## src/cfor_pkg.sv

```systemverilog
package cfor_pkg;
  // ==========================================
  // register map
  localparam int ADDR_W = 6;
  localparam int DATA_W = 8;
  localparam logic [ADDR_W-1:0] ADDR_RSVD_A = 6'h1a;
  localparam logic [ADDR_W-1:0] ADDR_RSVD_B = 6'h1b;
  localparam logic [ADDR_W-1:0] ADDR_TX_WAIT = 6'h1c;
  localparam logic [ADDR_W-1:0] ADDR_RX_PAR = 6'h1d;
  localparam logic [ADDR_W-1:0] ADDR_TYPE_B = 6'h1e;
  localparam logic [ADDR_W-1:0] ADDR_UART_RATE = 6'h1f;
  // ==========================================
  // reset values
  localparam logic [DATA_W-1:0] RST_RSVD = 8'h00;
  localparam logic [DATA_W-1:0] RST_TX_WAIT = 8'h62;
  localparam logic [DATA_W-1:0] RST_RX_PAR = 8'h00;
  localparam logic [DATA_W-1:0] RST_TYPE_B = 8'h00;
  localparam logic [DATA_W-1:0] RST_UART_RATE = 8'heb;
  localparam logic [DATA_W-1:0] RDATA_NONE = 8'h00;
  // ==========================================
  // field positions
  localparam int TXW_LSB = 0;
  localparam int TXW_W = 2;
  localparam int PAR_OFF_BIT = 4;
  localparam int SOF_REQ_BIT = 7;
  localparam int EOF_REQ_BIT = 6;
  localparam int DELIM_W_BIT = 4;
  localparam int NO_TX_SOF_BIT = 3;
  localparam int NO_TX_EOF_BIT = 2;
  localparam int EGT_LSB = 0;
  localparam int EGT_W = 2;
  localparam int RATE_C_LSB = 5;
  localparam int RATE_C_W = 3;
  localparam int RATE_F_LSB = 0;
  localparam int RATE_F_W = 5;
  // ==========================================
  // timing
  localparam int WAIT_W = 4;
  localparam logic [WAIT_W-1:0] WAIT_BASE_BITS = 4'h7;
  // ==========================================
  // receive framing states
  typedef enum logic [1:0] {RX_IDLE, RX_TAKE, RX_DROP} cfor_rx_state_type;
endpackage

```

## src/cfor_frame_option_regs.sv

```systemverilog
`timescale 1ns/1ps
// What this block does
// RL1: the response wait in bit periods is the two-bit wait field plus a base of seven.
// RL2: with parity off set, no parity is sent or checked and the parity bit is plain data.
// RL3: with start-delimiter-required set, a Type B stream not opening with a start is ignored.
// RL4: with start-delimiter-required clear, streams with or without a start are taken.
// RL5: with end-delimiter-required set, a stream ending without an end flags a protocol error.
// RL6: with end-delimiter-required clear, streams with or without an end are taken.
// RL7: the delimiter width bit picks the longest delimiters when one, the shortest when zero.
// RL8: the suppress bits stop the start or the end delimiter from being sent.
// RL9: the guard field gives zero to three extra guard bits between sent characters.
// RL10: bits 7 to 5 of the uart rate register give the coarse rate factor.
// RL11: bits 4 to 0 of the uart rate register give the fine rate factor.
// RL12: the uart rate register resets to eb, the parity and Type B registers to 00.
// RL13: the transmit wait register resets to 62 and only its low two bits act.
// RL14: registers 1a and 1b do nothing and reset to 00.
// RL15: the host writes zero to reserved bits and does not trust what they read.
module cfor_frame_option_regs
  import cfor_pkg::*;
(
  input wire logic clk_sys_in,
  input wire logic rst_n_in,
  input wire logic [ADDR_W-1:0] reg_addr_in,
  input wire logic reg_wr_in,
  input wire logic reg_rd_in,
  input wire logic [DATA_W-1:0] reg_wdata_in,
  output logic [DATA_W-1:0] reg_rdata_out,
  input wire logic rx_sof_in,
  input wire logic rx_eof_in,
  input wire logic rx_byte_valid_in,
  input wire logic [DATA_W-1:0] rx_byte_in,
  input wire logic rx_parity_err_in,
  input wire logic rx_end_in,
  output logic fifo_wr_out,
  output logic [DATA_W-1:0] fifo_data_out,
  output logic protocol_err_out,
  output logic parity_err_out,
  output logic parity_as_data_out,
  output logic tx_parity_en_out,
  output logic [WAIT_W-1:0] response_wait_bits_out,
  output logic tx_send_sof_out,
  output logic tx_send_eof_out,
  output logic delim_width_max_out,
  output logic [EGT_W-1:0] extra_guard_bits_out,
  output logic [RATE_C_W-1:0] rate_factor_coarse_out,
  output logic [RATE_F_W-1:0] rate_factor_fine_out
);

  // ==========================================
  // register file
  logic [DATA_W-1:0] reserved_slot_a;
  logic [DATA_W-1:0] reserved_slot_b;
  logic [DATA_W-1:0] transmit_wait_config;
  logic [DATA_W-1:0] receive_parity_config;
  logic [DATA_W-1:0] type_b_frame_config;
  logic [DATA_W-1:0] host_uart_rate;

  function automatic logic hit(input logic [ADDR_W-1:0] a);
    hit = reg_wr_in && (reg_addr_in == a);
  endfunction

  // reserved storage is kept so a read returns what was written; nothing uses it
  always_ff @(posedge clk_sys_in or negedge rst_n_in)
  begin
    if (!rst_n_in)
    begin
      reserved_slot_a <= RST_RSVD; // see RL14
      reserved_slot_b <= RST_RSVD; // see RL14
      transmit_wait_config <= RST_TX_WAIT; // see RL13
      receive_parity_config <= RST_RX_PAR; // see RL12
      type_b_frame_config <= RST_TYPE_B; // see RL12
      host_uart_rate <= RST_UART_RATE; // see RL12
    end
    else
    begin
      if (hit(ADDR_RSVD_A))
        reserved_slot_a <= reg_wdata_in;
      if (hit(ADDR_RSVD_B))
        reserved_slot_b <= reg_wdata_in;
      if (hit(ADDR_TX_WAIT))
        transmit_wait_config <= reg_wdata_in;
      if (hit(ADDR_RX_PAR))
        receive_parity_config <= reg_wdata_in;
      if (hit(ADDR_TYPE_B))
        type_b_frame_config <= reg_wdata_in;
      if (hit(ADDR_UART_RATE))
        host_uart_rate <= reg_wdata_in;
    end
  end

  // ==========================================
  // read port, one cycle latency
  logic [DATA_W-1:0] next_rdata;

  always_comb
  begin
    unique case (reg_addr_in)
      ADDR_RSVD_A: next_rdata = reserved_slot_a;
      ADDR_RSVD_B: next_rdata = reserved_slot_b;
      ADDR_TX_WAIT: next_rdata = transmit_wait_config;
      ADDR_RX_PAR: next_rdata = receive_parity_config;
      ADDR_TYPE_B: next_rdata = type_b_frame_config;
      ADDR_UART_RATE: next_rdata = host_uart_rate;
      default: next_rdata = RDATA_NONE;
    endcase
  end

  always_ff @(posedge clk_sys_in or negedge rst_n_in)
  begin
    if (!rst_n_in)
      reg_rdata_out <= RDATA_NONE;
    else if (reg_rd_in)
      reg_rdata_out <= next_rdata;
  end

  // ==========================================
  // option fields
  logic parity_off;
  logic start_delim_required;
  logic end_delim_required;
  logic delim_width_max;
  logic tx_start_delim_suppress;
  logic tx_end_delim_suppress;
  logic [TXW_W-1:0] response_wait_extra;
  logic [EGT_W-1:0] extra_guard_bits;
  logic [RATE_C_W-1:0] rate_factor_coarse;
  logic [RATE_F_W-1:0] rate_factor_fine;

  assign parity_off = receive_parity_config[PAR_OFF_BIT];
  assign start_delim_required = type_b_frame_config[SOF_REQ_BIT];
  assign end_delim_required = type_b_frame_config[EOF_REQ_BIT];
  assign delim_width_max = type_b_frame_config[DELIM_W_BIT];
  assign tx_start_delim_suppress = type_b_frame_config[NO_TX_SOF_BIT];
  assign tx_end_delim_suppress = type_b_frame_config[NO_TX_EOF_BIT];
  assign response_wait_extra = transmit_wait_config[TXW_LSB +: TXW_W];
  assign extra_guard_bits = type_b_frame_config[EGT_LSB +: EGT_W];
  assign rate_factor_coarse = host_uart_rate[RATE_C_LSB +: RATE_C_W];
  assign rate_factor_fine = host_uart_rate[RATE_F_LSB +: RATE_F_W];

  // ==========================================
  // transmit side settings, one cycle behind the registers
  always_ff @(posedge clk_sys_in or negedge rst_n_in)
  begin
    if (!rst_n_in)
    begin
      response_wait_bits_out <= WAIT_BASE_BITS;
      tx_parity_en_out <= 1'b1;
      parity_as_data_out <= 1'b0;
      tx_send_sof_out <= 1'b1;
      tx_send_eof_out <= 1'b1;
      delim_width_max_out <= 1'b0;
      extra_guard_bits_out <= '0;
      rate_factor_coarse_out <= '0;
      rate_factor_fine_out <= '0;
    end
    else
    begin
      response_wait_bits_out <= WAIT_BASE_BITS + WAIT_W'(response_wait_extra); // see RL1
      tx_parity_en_out <= !parity_off; // see RL2
      parity_as_data_out <= parity_off; // see RL2
      tx_send_sof_out <= !tx_start_delim_suppress; // see RL8
      tx_send_eof_out <= !tx_end_delim_suppress; // see RL8
      delim_width_max_out <= delim_width_max; // see RL7
      extra_guard_bits_out <= extra_guard_bits; // see RL9
      rate_factor_coarse_out <= rate_factor_coarse; // see RL10
      rate_factor_fine_out <= rate_factor_fine; // see RL11
    end
  end

  // ==========================================
  // receive framing filter
  // delimiters arrive as pulses and never as bytes, so they are never stored
  cfor_rx_state_type rx_state;
  cfor_rx_state_type next_rx_state;
  logic eof_seen;
  logic end_bad;

  always_comb
  begin
    next_rx_state = rx_state;
    unique case (rx_state)
      RX_IDLE:
      begin
        if (rx_end_in)
          next_rx_state = RX_IDLE;
        else if (rx_sof_in)
          next_rx_state = RX_TAKE; // see RL4
        else if (rx_byte_valid_in && start_delim_required)
          next_rx_state = RX_DROP; // see RL3
        else if (rx_byte_valid_in)
          next_rx_state = RX_TAKE; // see RL4
      end
      RX_TAKE:
      begin
        if (rx_end_in)
          next_rx_state = RX_IDLE;
      end
      RX_DROP:
      begin
        if (rx_end_in)
          next_rx_state = RX_IDLE;
      end
    endcase
  end

  // an end delimiter in the same cycle as the stream end still counts
  assign end_bad = end_delim_required && !(eof_seen || rx_eof_in);

  always_ff @(posedge clk_sys_in or negedge rst_n_in)
  begin
    if (!rst_n_in)
      rx_state <= RX_IDLE;
    else
      rx_state <= next_rx_state;
  end

  always_ff @(posedge clk_sys_in or negedge rst_n_in)
  begin
    if (!rst_n_in)
      eof_seen <= 1'b0;
    else if (rx_end_in)
      eof_seen <= 1'b0;
    else if (rx_eof_in && rx_state == RX_TAKE)
      eof_seen <= 1'b1; // see RL5
  end

  logic take_byte;
  assign take_byte = rx_byte_valid_in && !rx_end_in &&
                     (rx_state == RX_TAKE ||
                      (rx_state == RX_IDLE && !start_delim_required));

  always_ff @(posedge clk_sys_in or negedge rst_n_in)
  begin
    if (!rst_n_in)
    begin
      fifo_wr_out <= 1'b0;
      fifo_data_out <= '0;
      parity_err_out <= 1'b0;
    end
    else
    begin
      fifo_wr_out <= take_byte; // see RL3
      if (take_byte)
        fifo_data_out <= rx_byte_in;
      parity_err_out <= take_byte && rx_parity_err_in && !parity_off; // see RL2
    end
  end

  always_ff @(posedge clk_sys_in or negedge rst_n_in)
  begin
    if (!rst_n_in)
      protocol_err_out <= 1'b0;
    else
      protocol_err_out <= rx_end_in && rx_state == RX_TAKE && end_bad; // see RL5
  end
endmodule

```

## config.mk

```make
export PLATFORM = sky130hd
export DESIGN_NAME = cfor_frame_option_regs
export DESIGN_NICKNAME = d
export VERILOG_FILES = /design/src/cfor_pkg.sv /design/src/cfor_frame_option_regs.sv
export SDC_FILE = /design/constraint.sdc
export NUM_CORES = 1
export LEC_CHECK = 0
export BUFFER_PORTS_ARGS = -buffer_cell sky130_fd_sc_hd__buf_2
export CORE_UTILIZATION = 40
export CTS_BUF_LIST = sky130_fd_sc_hd__clkbuf_4
export DETAILED_ROUTE_END_ITERATION = 8
export PLACE_DENSITY_LB_ADDON = 0.12
export SETUP_SLACK_MARGIN = 0.2
export SYNTH_ARGS = -nofsm -noshare
export SYNTH_HDL_FRONTEND = slang
export SYNTH_SLANG_ARGS = --single-unit
```

## constraint.sdc

```tcl
create_clock -name clk_sys_in -period 1.8 [get_ports clk_sys_in]
set_input_delay 0.36 -clock clk_sys_in [delete_from_list [all_inputs] [get_ports clk_sys_in]]
set_output_delay 0.36 -clock clk_sys_in [all_outputs]
set_load 0.005 [all_outputs]
```

# Word level (Yosys, flattened, before mapping)
# Cells that the tools add are included.
# word_totals
register_bits	89
wordCells	70
# classes
mux	9
n_reduce_logical	28
n_eq_ne	10
addsub	1
# ops
operator	n
$pmux W8 S6	1
$eq A6 B5 Y1 const B	6
$logic_and A1 B1 Y1	16
$mux W2	5
$logic_not A1 Y1	6
$ne A5 B5 Y1 const B	1
$add A3 B2 Y4 const A	1
$pmux W2 S2	1
$eq A2 B1 Y1 const B	1
$eq A2 B2 Y1 const B	1
$logic_not A2 Y1	1
$logic_or A1 B1 Y1	2
$mux W1	2
$ne A2 B1 Y1 const B	1
$reduce_and A2 Y1	1
$reduce_bool A2 Y1	1
$reduce_or A2 Y1	1

# Longest topological paths before layout
# Gate-level depths: netlist (run 1).
# logic_depth
depth_word	6
depth_mapped	5
depth_no_buf	5

# Worst setup path before layout (run 1)
# OpenSTA, ideal clock, no wires.
# synth_path
path_kind	input-to-reg
start	in reg_addr_in[5]
end	reg reserved_slot_a[0]
required_ps	1675
cell_stages	4
setup_slack_ps	149
n_path_buf	1
arrival_time_ps	1526
cell_sequence	nand4b_4 -> or4b_1 -> buf_6 -> mux2_4
# synth_via
elab_chain_len	2
# synth_rtl
element	line	rtl
start: declaration	cfor_frame_option_regs.sv:23	input wire logic [ADDR_W-1:0] reg_addr_in,
$eq A6 B5 Y1	cfor_frame_option_regs.sv:59	hit = reg_wr_in && (reg_addr_in == a);
$logic_and A1 B1 Y1	cfor_frame_option_regs.sv:59	
end signal: assignment	cfor_frame_option_regs.sv:77	reserved_slot_a <= reg_wdata_in;
end: declaration	cfor_frame_option_regs.sv:51	logic [DATA_W-1:0] reserved_slot_a;
# Every way passes these cells.
# A chain may end at the register's enable or synchronous reset.

# Final worst setup path (run 1)
# layout_path
start	reg rx_state[0]
end	reg fifo_data_out[6]
# layout_via
elab_chain_len	4
elab_cells_between_ends	5
classes_between	eq/ne (1); reduce/logical (4)
# layout_rtl
element	line	rtl
start: declaration	cfor_frame_option_regs.sv:173	cfor_rx_state_type rx_state;
start signal: assignment	cfor_frame_option_regs.sv:214	rx_state <= next_rx_state;
$logic_not A2 Y1	cfor_frame_option_regs.sv:230	(rx_state == RX_IDLE && !start_delim_required));
$logic_and A1 B1 Y1	cfor_frame_option_regs.sv:230	
$logic_or A1 B1 Y1 *	cfor_frame_option_regs.sv:229	(rx_state == RX_TAKE ||
$logic_and A1 B1 Y1 *	cfor_frame_option_regs.sv:228	assign take_byte = rx_byte_valid_in && !rx_end_in &&
end signal: assignment	cfor_frame_option_regs.sv:244	fifo_data_out <= rx_byte_in;
end: declaration	cfor_frame_option_regs.sv:35	output logic [DATA_W-1:0] fifo_data_out,
# Mark *: on every way between the ends. The rest lies on a longest branch, timed or not.

==> impl_metrics.py, run 1 <==
metrics = {
    "sta": {
        "hold_viol_final": 0,
        "worst_pin_slew_ns": 0.4799,
        "fmax_ghz": 0.6535,
        "maxSlewViolCount": 0,
        "skew_ns": 0.02169,
        "setup_viol": 0,
        "whs_ns": 0.1092,
        "tns_ns": 0,
        "fin_crit_sh_pct": 85.02,
        "rsz0062_at_grt": "true",
        "period_needed_ns": 1.530,
        "relSlewSlack_pct": 68.01,
    },
    "min_path": {
        "min_to": "protocol_err_out$_DFF_PN0_",
        "hold_depth": 2,
        "hold_class": "in2reg",
        "hold_path.startpoint": "rx_eof_in",
    },
    "floorplan": {
        "coreArea_sq_um": 8848,
        "die_h_microns": 98.11,
        "initial_core_util_pct": 41.76,
        "io_pins": 69,
        "rows": 34,
        "die_w_microns": 98.11,
        "dieArea_sq_um": 9626,
    },
    "critical_path": {
        "cp.required_ns": 2.11,
        "regToRegEndpoint": "fifo_data_out[6]$_DFFE_PN0P_",
        "regToRegStartpoint": "rx_state[0]$_DFFE_PN0P_",
        "cp-end-kind": "flop",
        "crit_type": "reg2reg",
        "ff2ff_setup_slack_ns": 0.27,
        "reg2reg_depth": 5,
        "worstPathMaxFanout": 5,
        "critPathLaunchType": "flop",
        "cp.arrival_ns": 1.84,
    },
    "synth": {
        "syn_area_sq_um": 3695,
        "synthTopCellsByArea": "dfrtp_1 (50%), mux2_2 (14%), dfstp_2 (11%), mux4_2 (3.7%), mux2_4 (3.3%)",
        "ys_seq_elements": 89,
        "yosys_warnings": 0,
        "syn_avg_cell_area_sq_um": 15.27,
        "syn_nets": 276,
        "yosysTopAreaCell": "dfrtp_1",
        "synth_ff_type": "dfrtp_1",
        "synth_cell_type_count": 39,
        "synth_cells": 242,
        "synth_top_area_share_pct": 50.12,
        "ys_seq_area_share_pct": 60.79,
        "synth_edf_count": 0,
        "synthArstFlopShare_pct": 100.0,
    },
    "placement": {
        "gp_congestion": 0.7726,
        "port_buffers": 68,
        "dp_hpwl_mm": 5.144,
    },
    "clock_tree": {
        "cts_buffers": 9,
        "ctsHtreeMaxLevel": 3,
        "clkLatencyLatePin_ns": 0.42,
        "clock_sinks": 89,
        "path_clk_slew_ns": 0.13,
        "post_cts_buffers": 0,
        "clk_path_buf_depth": 2,
        "clock_tree.root_cell": "clkbuf_4",
        "cts_tree": "built",
    },
    "detailed_routing": {
        "vias_per_cell": 5.060,
        "vias": 2277,
        "wl_mm": 7.623,
        "drc": 5,
        "ant_nets": 0,
        "drtIter0Drc": 58,
        "firstDrtPassIters": 6,
        "routedWlPerCell_microns": 16.94,
    },
    "power": {
        "finalPower_uw": 4012,
        "power_density_nw_per_um2": 899.9,
        "leakage_uw": 0.002188,
        "worst_ir_drop_vdd_v": 0.0003971,
    },
    "finish": {
        "synthToLayoutAreaGrowth_pct": 20.66,
        "drive_gt1_share_pct": 56.43,
        "diodes": 0,
        "nets": 371,
        "nFillCells": 805,
    },
    "global_route": {
        "grt_overflow_total": 0,
        "grt_pass1_wl_mm": 12.25,
        "grt_pass1_vias": 2307,
        "grt_max_degree": 90,
        "grt_antenna_before_repair": 0,
        "track_usage_pct": 17.04,
    },
    "outcome": {
        "violations": "DRC",
        "outcome": "complete, but fails checks",
    },
    "run": {
        "max_cap_viol_count": 0,
    },
}
==> routing by layer <==
layer  wire [microns]  share of wire [%]  GRT usage (%)  vias up
li1                 -                  -              -     1062
met1             3554                 47          22.45     1164
met2             3756                 49          27.74       41
met3              214                2.8          3.436       10
met4               98                1.3          6.643        0
met5                0                  0              0        -
==> cell usage after synthesis, types with 2 or more instances <==
library cell,number
dfrtp_1,74
mux2_2,47
inv_1,18
dfstp_2,15
mux2i_1,9
mux2_4,8
nand3_1,8
o221ai_1,7
mux4_2,6
nor2b_1,5
a21oi_1,3
buf_2,3
clkbuf_1,3
ha_1,3
mux2_1,3
nor2_1,3
nand2_1,2
nor3_2,2
nor3b_1,2
o21ai_0,2
==> repair_timing <==
| item | 4_1_cts | 5_1_grt |
|---|---|---|
| endpoints found under the setup margin | 8 | 8 |
| pin swaps | 0 | 1 |
| cloned | 0 | 1 |
| resized for setup | 1 | 1 |
| endpoints found under the hold margin | 74 | 0 |
| hold buffers | 1 | 0 |
==> power breakdown <==
group          internal [uW]  leakage (uW)  switching, uW
logic                    354      0.000997            267
registers               2290       0.00113            124
clock network            301     0.0000586            678
==> critical path: stages, from the launching register on <==
cell,delay [ns]
dfrtp_1,0.37
inv_1,0.05
ha_1,0.20
nor2b_2,0.19
o21ai_4,0.26
mux2_2,0.37
==> state kept, by name (all words and copies together), names as in the netlist <==
register and count:
parity_err_out 1, reserved_slot_b 8, rate_factor_coarse_out 3, reserved_slot_a 8, rate_factor_fine_out 5, extra_guard_bits_out 2, protocol_err_out 1, reg_rdata_out 8
tx_parity_en_out 1, type_b_frame_config 8, rx_state 2, fifo_data_out 8, receive_parity_config 8, tx_send_sof_out 1, tx_send_eof_out 1, eof_seen 1
parity_as_data_out 1, host_uart_rate 8, delim_width_max_out 1, transmit_wait_config 8, response_wait_bits_out 4, fifo_wr_out 1
==> stage by stage <==
stage                     utilization [%]  area, sq um  cells  worst slack (ns)
after floorplan                         -         3702    242            0.1492
after global placement              48.70         4309    432           0.07079
after detailed placement            48.70         4309    432           0.04124
after CTS                           50.25         4447    449            0.2678
after global routing                50.38         4458    450            0.1738
final                               50.38         4458    450            0.2697
==> logic make-up after synthesis <==
family          count (synthesis)  synth area share [%]
buf+inv                        28                 3.251
compound gates                 18                 3.691
flops                          89                 60.79
simple gates                   31                 6.671
mux                            73                 24.59
fa+ha+maj                       3                 1.016
==> layout by cell type (no fill, tap or decap), types with 3 or more instances in the layout <==
| cell type | count |
|---|---|
| a21oi_1 | 3 |
| buf_2 | 67 |
| nand3_1 | 8 |
| clkinvlp_4 | 3 |
| ha_1 | 3 |
| o221ai_1 | 7 |
| inv_1 | 18 |
| buf_4 | 23 |
| mux2_1 | 3 |
| clkbuf_4 | 10 |
| mux2i_1 | 9 |
| mux2_4 | 8 |
| nor2_1 | 3 |
| dfrtp_1 | 74 |
| nor2b_1 | 4 |
| mux4_2 | 6 |
| mux2_2 | 47 |
| dfstp_2 | 15 |
==> area by class of cell <==
class | count | area (sq um) | share of cell area (%)
clock inverters | 6 | 45.04 | 1.010
multi-input cells | 126 | 1348 | 30.23
clock buffers | 10 | 75.07 | 1.684
well taps | 108 | 135.1 | 3.031
repair buffers | 92 | 538.0 | 12.07
flip-flops and latches | 89 | 2246 | 50.38
inverters | 19 | 71.32 | 1.600
==> worst max-delay path by stage <==
stage,slack [ns],to,startpoint
floorplan,0.15,reserved_slot_a[0]$_DFFE_PN0P_,reg_addr_in[5]
global placement,0.07,reserved_slot_a[7]$_DFFE_PN0P_,reg_addr_in[5]
detailed placement,0.04,reserved_slot_a[2]$_DFFE_PN0P_,reg_addr_in[5]
CTS,0.27,fifo_data_out[7]$_DFFE_PN0P_,rx_state[0]$_DFFE_PN0P_
global route,0.17,fifo_data_out[3]$_DFFE_PN0P_,rx_state[0]$_DFFE_PN0P_
finish,0.27,fifo_data_out[6]$_DFFE_PN0P_,rx_state[0]$_DFFE_PN0P_
No activity file was read; power rests on OpenSTA's default activity.
==> inputs of run 2 (changes only) <==
Settings changed: CORE_ASPECT_RATIO set to 0.75.
==> run 2 against run 1 <==
The run now ends clean; total power up 6.2%; non-clock buffer count up 2; first-iteration DRC count up 100%; design area up 1.0%; count of clock-buffer cells in the layout up 1; die area about the same; routed wire length up 0.98%; worst setup slack better by 0.014 ns; critical path type unchanged; critical endpoint unchanged.
==> impl_metrics.py, run 2 (synthesis results as in run 1) <==
metrics = {
    "critical_path": {
        "cp.arrival_ns": 1.86,
        "slowest_delay_ns": 0.37,
        "crit_type": "reg2reg",
        "critPathSlowestCell": "dfrtp_1",
        "critPathLaunchType": "flop",
        "cpLargestDelayFamily": "flip-flops",
        "worstPathMaxFanout": 10,
        "path_cells": "inv_1, ha_1, nor2b_1, o21ai_2, buf_6, mux2_2",
        "cp-end-kind": "flop",
        "cp.required_ns": 2.14,
        "worst-path-buf-inv": 2,
        "ff2ff_setup_slack_ns": 0.28,
    },
    "floorplan": {
        "die_w_microns": 113.0,
        "io_pins": 69,
        "die_h_microns": 85.24,
        "initial_core_util_pct": 42.43,
        "rows": 29,
        "coreArea_sq_um": 8708,
        "dieArea_sq_um": 9629,
    },
    "outcome": {
        "outcome": "complete, no violations",
    },
    "power": {
        "worst_ir_drop_vdd_v": 0.0005470,
        "power_density_nw_per_um2": 946.1,
        "leakage_uw": 0.002225,
    },
    "sta": {
        "relSlewSlack_pct": 68.30,
        "rsz0062_at_grt": "true",
        "maxSlewViolCount": 0,
        "setup_viol": 0,
        "fin_crit_sh_pct": 84.23,
        "skew_ns": 0.01566,
        "hold_viol_final": 0,
        "period_needed_ns": 1.516,
        "worst_pin_slew_ns": 0.4755,
        "fmax_ghz": 0.6595,
    },
    "placement": {
        "dp_hpwl_mm": 5.430,
        "dpl_cell_area_sq_um": 4329,
        "port_buffers": 68,
        "gp_congestion": 0.7732,
    },
    "min_path": {
        "hold_class": "in2reg",
    },
    "finish": {
        "synthToLayoutAreaGrowth_pct": 21.91,
        "final_core_util_pct": 51.72,
        "nets": 372,
        "final_area_sq_um": 4504,
        "final_cell_mix": "dfrtp_1 (74), buf_2 (67), mux2_2 (47)",
        "diodes": 0,
        "drive_gt1_share_pct": 55.39,
        "final_common_cell": "dfrtp_1",
        "nFillCells": 761,
    },
    "clock_tree": {
        "path_clk_slew_ns": 0.13,
        "clkLatencyLatePin_ns": 0.45,
        "cts_buffers": 9,
        "clock_sinks": 89,
        "ctsHtreeMaxLevel": 3,
        "clock_tree.root_cell": "clkbuf_4",
        "clk_path_buf_depth": 2,
        "cts_tree": "built",
    },
    "global_route": {
        "grt_max_degree": 36,
        "grt_antenna_before_repair": 0,
        "grt_pass1_wl_mm": 12.70,
        "track_usage_pct": 18.03,
        "grt_overflow_total": 0,
        "grt_pass1_vias": 2355,
    },
    "detailed_routing": {
        "vias_per_cell": 5.078,
        "wl_mm": 7.698,
        "drtIter0Drc": 117,
        "firstDrtPassIters": 4,
        "routedWlPerCell_microns": 17.07,
        "vias": 2290,
        "ant_nets": 0,
        "drc": 0,
    },
    "run": {
        "max_cap_viol_count": 0,
    },
}
run 2: metrics by stage:
stage | setup WS (ns) | hold WS, ns | power [uW] | instances | TNS, ns
6_report | 0.2838 | 0.06251 | 4261 | 451 | 0
5_1_grt | 0.1833 | 0.03599 | 4497 | 451 | 0
4_1_cts | 0.2542 | 0.03485 | 4315 | 450 | 0
3_5_place_dp | -0.02395 | 0.3525 | 3078 | 433 | -0.04104
3_3_place_gp | -0.04964 | 0.3517 | 3065 | 433 | -0.1453
2_1_floorplan | 0.1492 | 0.06441 | 2768 | 242 | 0
run 2: worst paths after layout:
kind,cells past startpoint,from,end
max in group asynchronous,3,rst_n_in,tx_send_sof_out$_DFF_PN1_
min in group asynchronous,2,rst_n_in,rate_factor_coarse_out[2]$_DFF_PN0_
worst max-delay path,6,rx_state[0]$_DFFE_PN0P_,fifo_data_out[6]$_DFFE_PN0P_
worst max register to register,6,rx_state[0]$_DFFE_PN0P_,fifo_data_out[6]$_DFFE_PN0P_
worst min register to register,0,host_uart_rate[4]$_DFFE_PN0P_,rate_factor_fine_out[4]$_DFF_PN0_
worst min-delay path,2,rx_eof_in,protocol_err_out$_DFF_PN0_
run 2: metal layers:
metal  part of all wire (%)  track usage, %
met1                     49           24.93
met2                     45           27.10
met3                    4.6           6.000
met4                    1.2           5.502
met5                      0               0
run 2: power breakdown:
| group | switching [uW] | internal (uW) |
|---|---|---|
| Combinational | 259 | 357 |
| Clock | 645 | 582 |
| Sequential | 131 | 2290 |
| Total | 1030 | 3230 |
run 2: repair_timing:
| action | in CTS | in global routing |
|---|---|---|
| buffers inserted | 0 | 1 |
| setup endpoints to repair | 0 | 8 |
| hold endpoints to repair | 25 | 0 |
| resized for setup | 0 | 1 |
| hold buffers | 1 | 0 |
run 2: worst register-to-register path: cells and delay by family (launching register included):
family	cells	cell delay [ns]
fa+ha+maj	1	0.20
simple gates	1	0.14
compound gates	1	0.14
buf+inv	2	0.23
flops	1	0.37
mux	1	0.34
run 2: final cells by class:
class,count,area (sq um),area share (%)
Clock buffer,11,82.58,1.833
Clock inverter,5,71.32,1.583
Inverter,19,71.32,1.583
Multi-Input combinational cell,125,1329,29.50
Sequential cell,89,2246,49.86
Tap cell,108,135.1,3.000
Timing Repair Buffer,94,569.3,12.64
